**config.mk**
```make
export PLATFORM = sky130hd
export DESIGN_NAME = zsa_device_flat
export DESIGN_NICKNAME = d
export VERILOG_FILES = /design/src/zsa_pkg.sv /design/src/zsa_if.sv /design/src/zsa_device.sv /design/src/flat_wrapper.sv
export VERILOG_INCLUDE_DIRS = /design/src
export SDC_FILE = /design/constraint.sdc
export NUM_CORES = 1
export LEC_CHECK = 0
export ABC_CLOCK_PERIOD_IN_PS = 4700
export BUFFER_PORTS_ARGS = -buffer_cell sky130_fd_sc_hd__buf_2
export CORE_UTILIZATION = 54
export CTS_CLUSTER_SIZE = 20
export DETAILED_ROUTE_END_ITERATION = 10
export GPL_TIMING_DRIVEN = 0
export PLACE_DENSITY = 0.85
export RECOVER_POWER = 25
export SYNTH_ARGS = -nofsm -noshare
export SYNTH_HDL_FRONTEND = slang
export SYNTH_SLANG_ARGS = --single-unit
```
**constraint.sdc**
```tcl
create_clock -name ref_clk -period 4.7 [get_ports ref_clk]
set_input_delay 0.47 -clock ref_clk [delete_from_list [all_inputs] [get_ports ref_clk]]
set_output_delay 0.47 -clock ref_clk [all_outputs]
set_load 0.02 [all_outputs]
```
**src/zsa_cfg.svh**
```systemverilog
/*
  constants of the zone status assembly: status codes, assembly layout,
  register positions and request limits.
  assumes it is included once per file by its bare name.
*/
// How it works
// - every assembly register is 16 bits
// - profinet block is 64 bytes each way
// - controller adds byte offset to base
// - controller writes output words, reads input words; here it only reads input words
// - upstream forward low byte, reverse high byte
// - downstream forward status in word 1 low
// - codes 01 stopped, 02 accepting, 04 discharging
// - 05 blocked stopped, 06 busy during stop
// - roles follow flow, not physical side
// - single zone uses upstream registers only
// - both zones use identical logic
// - zones run autonomously; controller only monitors
// - access must start at first register
// - multi register transfers at most 45
`ifndef ZSA_CFG_SVH
`define ZSA_CFG_SVH
`define ZSA_ST_CLEAR_STOP 8'h01
`define ZSA_ST_CLEAR_RUN 8'h02
`define ZSA_ST_BLOCK_RUN 8'h04
`define ZSA_ST_BLOCK_STOP 8'h05
`define ZSA_ST_BUSY 8'h06
`define ZSA_ASM_BASE 16'h05DC
`define ZSA_ASM_WORDS 6'd32
`define ZSA_MAX_REGS 6'd45
`define ZSA_PN_BYTES 7'd64
`define ZSA_UP_STATE_OFS 16'h0074
`define ZSA_DN_STATE_OFS 16'h00C4
`define ZSA_CTL_START 16'h0000
`define ZSA_CTL_ADDR 16'h0001
`define ZSA_CTL_LEN 16'h0002
`define ZSA_CTL_STAT 16'h0003
`define ZSA_CTL_W0 16'h0004
`define ZSA_CTL_W1 16'h0005
`endif

```
**src/zsa_pkg.sv**
```systemverilog
/*
  types shared by the zone status assembly ends.
  assumes zsa_cfg.svh supplies the numbers.
*/
package zsa_pkg;
  typedef logic [15:0] zsa_word_t;
  typedef enum logic [1:0] {zsa_ok, zsa_err_start, zsa_err_len} zsa_resp_t;
endpackage

```
**src/zsa_if.sv**
```systemverilog
/*
  link between the controller end and the zone module end: one read
  request of a start register and a length, answered word by word.
  assumes one clock for both ends.
*/
`timescale 1ns/1ps
interface zsa_if;
  logic req;
  logic [15:0] start;
  logic [5:0] len;
  logic rsp_valid;
  logic [1:0] rsp;
  logic word_valid;
  logic [15:0] word;
  logic done;
  modport dev (input req, start, len, output rsp_valid, rsp, word_valid, word, done);
  modport ctl (output req, start, len, input rsp_valid, rsp, word_valid, word, done);
endinterface

```
**src/zsa_device.sv**
```systemverilog
/*
  zone module end of the zone status assembly: runs both local zones on
  its own and answers assembly reads with the zone status image.
  it holds the two-flop synchronisers of the zone pins, the status
  coder shared by both zones and the answer side of the read link.
  the image is 32 words of 16 bits: word 0 carries the upstream zone
  status, word 1 the downstream zone status, later words read as zero.
  a status byte sits in the low lane for forward flow and in the high
  lane for reverse flow; the stop function turns both zones busy.
  a read must start at the image base and ask for 1 to 32 words;
  anything else is refused by a response code and sends no words.
  a request that comes while a read runs is not taken and not answered.
  the link only reads: it never steers a zone, which keeps running on
  the levels at its pins alone.
  a pin change reaches the status words three clock edges later,
  so a read taken right after a change may still show the old state.
  assumes zone sensor, motor, direction and stop levels come from pins
  outside the clock domain, flow_swapped from the flow set-up, and a
  controller end that waits for done before it asks again.
*/
// Decided for this implementation: strobed register access.
`timescale 1ns/1ps
`include "zsa_cfg.svh"
module zsa_device
#(
  parameter int img_words = `ZSA_ASM_WORDS,
  parameter int max_regs = `ZSA_MAX_REGS
)
(
  input wire logic ref_clk,
  input wire logic reset,
  zsa_if.dev link,
  input wire logic [1:0] sensor_blocked,
  input wire logic [1:0] motor_running,
  input wire logic [1:0] reverse_dir,
  input wire logic stop_active,
  input wire logic flow_swapped,
  output zsa_pkg::zsa_word_t upstream_zone_state,
  output zsa_pkg::zsa_word_t downstream_zone_state
);
  import zsa_pkg::*;

  typedef struct packed {
    // first and second synchroniser stage of each zone pin
    logic [1:0] s1_blk;
    logic [1:0] s2_blk;
    logic [1:0] s1_run;
    logic [1:0] s2_run;
    logic [1:0] s1_rev;
    logic [1:0] s2_rev;
    logic s1_stop;
    logic s2_stop;
    logic s1_swap;
    logic s2_swap;
    // registered status words of both zones
    zsa_word_t up_q;
    zsa_word_t dn_q;
    // read sequencing: running flag, image index, words left
    logic busy;
    logic [5:0] idx;
    logic [5:0] cnt;
    // registered link outputs
    logic rsp_valid;
    zsa_resp_t rsp;
    logic word_valid;
    zsa_word_t word;
    logic done;
  } zsa_dev_state_t;

  zsa_dev_state_t s_q, s_d;

  // state code of one zone, same for either zone; stop outranks
  // everything and a blocked sensor outranks a clear one
  function automatic logic [7:0] zsa_code(input logic blk, input logic run, input logic stp);
    logic [7:0] c;
    // clear sensor on a stopped motor unless something below applies
    c = `ZSA_ST_CLEAR_STOP;
    if (stp)
      c = `ZSA_ST_BUSY;
    else if (blk && run)
      c = `ZSA_ST_BLOCK_RUN;
    else if (blk)
      c = `ZSA_ST_BLOCK_STOP;
    else if (run)
      c = `ZSA_ST_CLEAR_RUN;
    return c;
  endfunction

  // one status word: forward in low byte, reverse in high byte
  // the lane not in use reads zero
  function automatic zsa_word_t zsa_pack(input logic blk, input logic run,
                                         input logic rev, input logic stp);
    logic [7:0] c;
    c = zsa_code(blk, run, stp);
    // reverse flow moves the code to the high lane
    return rev ? {c, 8'h00} : {8'h00, c};
  endfunction

  // image word of one assembly index
  // words after the two status words are not mapped and read zero
  function automatic zsa_word_t zsa_img(input logic [5:0] i, input zsa_word_t up,
                                        input zsa_word_t dn);
    zsa_word_t w;
    w = 16'h0000;
    if (i == 6'd0)
      w = up;
    else if (i == 6'd1)
      w = dn;
    return w;
  endfunction

  // answer code of a read request: start first, then length
  function automatic zsa_resp_t zsa_check(input zsa_word_t start, input logic [5:0] len);
    zsa_resp_t r;
    r = zsa_ok;
    // the first register of the image is the only legal start
    if (start != `ZSA_ASM_BASE)
      r = zsa_err_start;
    // no words, more than one transfer carries, or more than the image holds
    else if (len == 6'd0)
      r = zsa_err_len;
    else if (len > max_regs)
      r = zsa_err_len;
    else if (len > img_words)
      r = zsa_err_len;
    return r;
  endfunction

  // zone logic and request handling in one pass; the zones never wait
  // for the link, so a read shows whatever state they hold at that edge
  always_comb
  begin
    logic u, d;
    u = 1'b0;
    d = 1'b0;
    s_d = s_q;

    // two-flop synchronisers: logic reads only the second stage
    s_d.s1_blk = sensor_blocked;
    s_d.s2_blk = s_q.s1_blk;
    s_d.s1_run = motor_running;
    s_d.s2_run = s_q.s1_run;
    s_d.s1_rev = reverse_dir;
    s_d.s2_rev = s_q.s1_rev;
    // stop and flow set-up come from pins as well
    s_d.s1_stop = stop_active;
    s_d.s2_stop = s_q.s1_stop;
    s_d.s1_swap = flow_swapped;
    s_d.s2_swap = s_q.s1_swap;

    // flow picks the physical side that plays upstream, the other is downstream
    u = s_q.s2_swap; // upstream physical side
    d = ~s_q.s2_swap;

    // zones refresh every cycle on their own, untouched by link traffic
    s_d.up_q = zsa_pack(s_q.s2_blk[u], s_q.s2_run[u], s_q.s2_rev[u], s_q.s2_stop);
    s_d.dn_q = zsa_pack(s_q.s2_blk[d], s_q.s2_run[d], s_q.s2_rev[d], s_q.s2_stop);

    // link pulses last one cycle unless set again below
    s_d.rsp_valid = 1'b0;
    s_d.word_valid = 1'b0;
    s_d.done = 1'b0;
    // a request is taken only while no read is running
    if (!s_q.busy && link.req)
    begin
      s_d.rsp_valid = 1'b1;
      s_d.rsp = zsa_check(link.start, link.len);
      if (s_d.rsp == zsa_ok)
      begin
        s_d.busy = 1'b1;
        s_d.idx = 6'd0;
        s_d.cnt = link.len;
      end
    end
    // one image word a cycle, done beside the last
    else if (s_q.busy)
    begin
      s_d.word_valid = 1'b1;
      s_d.word = zsa_img(s_q.idx, s_q.up_q, s_q.dn_q);
      s_d.idx = s_q.idx + 6'd1;
      s_d.cnt = s_q.cnt - 6'd1;
      // last word: free the link for the next request
      if (s_q.cnt == 6'd1)
      begin
        s_d.busy = 1'b0;
        s_d.done = 1'b1;
      end
    end

    // synchronous reset clears every register, synchroniser stages too
    if (reset)
      s_d = '0;
  end

  // state register: the only clocked process, so every register sees
  // the synchronous reset through the copy above
  always_ff @(posedge ref_clk)
    s_q <= s_d;

  // link outputs straight from the registers
  assign link.rsp_valid = s_q.rsp_valid;
  assign link.rsp = s_q.rsp;
  assign link.word_valid = s_q.word_valid;
  assign link.word = s_q.word;
  assign link.done = s_q.done;

  // status words of both zones, also the image words 0 and 1
  assign upstream_zone_state = s_q.up_q;
  assign downstream_zone_state = s_q.dn_q;
endmodule

```
**src/flat_wrapper.sv**
```systemverilog
// flat-port wrapper written by rule: the top's interface ports become plain ports
module zsa_device_flat import zsa_pkg::*;
#(
  parameter int img_words = `ZSA_ASM_WORDS,
  parameter int max_regs = `ZSA_MAX_REGS
)
  (ref_clk, reset, sensor_blocked, motor_running, reverse_dir, stop_active, flow_swapped, upstream_zone_state, downstream_zone_state, link_req, link_start, link_len, link_rsp_valid, link_rsp, link_word_valid, link_word, link_done);
  zsa_if link_i ();
  input wire logic ref_clk;
  input wire logic reset;
  input wire logic [1:0] sensor_blocked;
  input wire logic [1:0] motor_running;
  input wire logic [1:0] reverse_dir;
  input wire logic stop_active;
  input wire logic flow_swapped;
  output zsa_pkg::zsa_word_t upstream_zone_state;
  output zsa_pkg::zsa_word_t downstream_zone_state;
  input wire logic [$bits(link_i.req)-1:0] link_req;
  input wire logic [$bits(link_i.start)-1:0] link_start;
  input wire logic [$bits(link_i.len)-1:0] link_len;
  output wire logic [$bits(link_i.rsp_valid)-1:0] link_rsp_valid;
  output wire logic [$bits(link_i.rsp)-1:0] link_rsp;
  output wire logic [$bits(link_i.word_valid)-1:0] link_word_valid;
  output wire logic [$bits(link_i.word)-1:0] link_word;
  output wire logic [$bits(link_i.done)-1:0] link_done;
  assign link_i.req = link_req;
  assign link_i.start = link_start;
  assign link_i.len = link_len;
  assign link_rsp_valid = link_i.rsp_valid;
  assign link_rsp = link_i.rsp;
  assign link_word_valid = link_i.word_valid;
  assign link_word = link_i.word;
  assign link_done = link_i.done;
  zsa_device #(.img_words(img_words), .max_regs(max_regs)) u_core (.ref_clk(ref_clk), .reset(reset), .link(link_i), .sensor_blocked(sensor_blocked), .motor_running(motor_running), .reverse_dir(reverse_dir), .stop_active(stop_active), .flow_swapped(flow_swapped), .upstream_zone_state(upstream_zone_state), .downstream_zone_state(downstream_zone_state));
endmodule
```
==> results.json <==
{
  "status": "complete, no violations",
  "grt_antenna_before_repair": 0,
  "dpl-instance-area_um2": 3010,
  "synth_area_leader_cell": "dfxtp_1",
  "instances_no_fill": 432,
  "setup_viol": 0,
  "postLayoutSetupSlackWorst_ns": 2.67,
  "hp-class": "in -> reg",
  "avgSynthCellArea_um2": 8.89,
  "drive_gt1_frac": 0.308,
  "htree_levels": 2,
  "pwr-share-seq": 0.558,
  "worstPathRequired_ns": 4.90,
  "pwr-share-comb": 0.129,
  "slew_viol_final": 0,
  "worstSetupStartpointType": "input pin",
  "crit_arrival_ns": 2.23,
  "grt_pass1_vias": 1915,
  "netlist_area_um2": 2560,
  "dieArea_um2": 5020,
  "wl_met3_um": 266,
  "ys_ff_latch": 52,
  "insertedDiodeCount": 0,
  "final_antenna_net_count": 0,
  "cts_buffer_depth": 2,
  "ys_warn_count": 0,
  "hp-start": "motor_running[1]",
  "post_cts_resize_count": 0,
  "portBuffers": 55,
  "postLayoutCoreUtil": 0.698,
  "maxUsedRoutingLayer": "met4",
  "fin_tns_setup_ns": 0,
  "max_freq_mhz": 494,
  "whs_ns": 0.370,
  "synth_area_leaders": "dfxtp_1 41%, buf_4 15%, nor2b_1 5.9%",
  "firstDrtPassIters": 6,
  "synth_edf_count": 0,
  "die_y_um": 70.9,
  "drc_errors": 0,
  "r2r-start": "u_core.s_q[33]",
  "critical_path.max_fanout": 7,
  "power_density_nw_per_um2": 265,
  "finalHoldViolations": 0,
  "pre_cts_slack_ns": 2.38,
  "route.met2.wl_mm": 2.42,
  "final_common_cell": "buf_2",
  "final_cell_mix": "54 x buf_2, 52 x dfxtp_1, 50 x buf_4",
  "rows": 24,
  "worst_skew_pair.late_latency_ns": 0.31,
  "fin_crit_sh": 0.431,
  "ios": 86,
  "yosysTopAreaCellShare": 0.406,
  "ir_drop_mv": 0.165,
  "power_uw": 821,
  "power_switching_uw": 214,
  "timing.slew.headroom": 0.387,
  "cts_sinks": 52,
  "cts-root-buf": "clkbuf_8",
  "r2r-end": "u_core.s_q[33]",
  "postCtsHoldBufs": 0,
  "p_leak_nw": 1.41,
  "wl_per_cell_um": 11.3,
  "pwr-share-clk": 0.314,
  "reg2reg_depth": 5,
  "dpl.cell_count": 424,
  "syn_inst": 288,
  "end_kind": "flip-flop",
  "grt_overflow": 0,
  "start_util": 0.576,
  "cts_tree": "done",
  "worst-slew-pin-transition_ns": 0.911,
  "synthDistinctLibCells": 47,
  "cts_made_buffers": 5,
  "min_period_ns": 2.03,
  "rrSetupSlack_ns": 2.72,
  "post_cts_buffers": 0,
  "seqCellArea_um2": 1040,
  "fillCellCount": 342,
  "core_area_um2": 4440,
  "min_path_cells": 2,
  "path_clk_slew_ns": 0.09,
  "wl_met1_mm": 2.14,
  "switching_share": 0.261,
  "hold_path_end": "u_core.s_q[77]",
  "dieWidth_um": 70.9,
  "grt_max_degree": 18,
  "hpwl_mm": 3.70,
  "grt_pass1_wl_mm": 8.06,
  "rsz0062_at_grt": "false",
  "cap_violations": 0,
  "internal_power_uw": 607,
  "synthFlopType": "dfxtp_1",
  "finClkSkew_ns": 0.00852,
  "multi_input_area_um2": 1170,
  "drtIter0Drc": 98,
  "synth-async-reset-ratio": 0,
  "track_usage": 0.203,
  "routed_wl_mm": 4.90,
  "ys_seq_area_frac": 0.406,
  "viasPerCell": 4.96,
  "nets": 417,
  "area_delta_synth_final_pct": 21.1,
  "design_area_um2": 3100,
  "crit_type": "in -> reg",
  "gp_congestion": 0.815,
  "num_vias": 2143
}
state kept, by name (all words and copies together), names as in the netlist:
register and count:
u_core.s_q 29, u_core.downstream_zone_state 6, u_core.link.word 6, u_core.upstream_zone_state 6, u_core.link.rsp 2, u_core.link.done 1
u_core.link.rsp_valid 1, u_core.link.word_valid 1
cells in the mapped netlist (all sizes together) (2+ instances only):
master and count:
nor3 3, a21oi 11, nand2b 3, a22oi 7, dfxtp 52, ha 5
nor2b 24, or4 2, o41a 2, and3 2, xor2 2, inv 8
nand3b 2, nor2 27, a311oi 5, a31oi 2, clkbuf 13, nand2 12
nand4 2, mux2i 3, nand3 4, a211o 2, nor4 3, buf 50
a211oi 9, o41ai 5, and3b 2, or2 2, nor3b 3, o21ai 5
power groups by stage:
stage	Combinational [mW]	Sequential (mW)	Clock [mW]
after floorplan	0.0792	0.467	0
after global placement	0.103	0.468	0
after detailed placement	0.105	0.468	0
after CTS	0.105	0.458	0.264
after global routing	0.115	0.459	0.283
final	0.106	0.458	0.258
how the worst max path moves through the flow:
stage                              start              to  cells past startpoint
after detailed placement  link_start[14]  u_core.s_q[24]                      5
after global routing      link_start[14]  u_core.s_q[24]                      5
after global placement    link_start[14]  u_core.s_q[24]                      5
after floorplan              link_len[4]  u_core.s_q[24]                      4
final                     link_start[14]  u_core.s_q[24]                      5
after CTS                 link_start[14]  u_core.s_q[24]                      5
metal layers:
| metal | vias up | track usage |
|---|---|---|
| met5 | - | 0 |
| met2 | 62 | 0.355 |
| met1 | 958 | 0.229 |
| li1 | 1116 | - |
| met3 | 7 | 0.0570 |
| met4 | 0 | 0.0956 |
area by class of cell:
cell class,count,share of cell area
buffer,63,0.137
clock buffer,5,0.0222
clock inverter,3,0.00726
inverter,8,0.00969
multi-input combinational,194,0.379
sequential,52,0.336
tap,52,0.0210
timing repair buffer,55,0.0884
critical path: stages:
cell      delay, ns
buf_2          0.09
nand2b_1       0.14
nor4_1         0.75
a41o_2         0.46
mux2_4         0.31
cell families after synthesis:
| family | count (synthesis) | share of synthesized area |
|---|---|---|
| flops | 52 | 0.406 |
| simple gates | 96 | 0.203 |
| other cells | 1 | 0.00146 |
| mux | 4 | 0.0176 |
| fa+ha+maj | 5 | 0.0244 |
| buf+inv | 71 | 0.177 |
| compound gates | 56 | 0.159 |
| xor+xnor | 3 | 0.0103 |
Power figures use the tool's default switching activity.
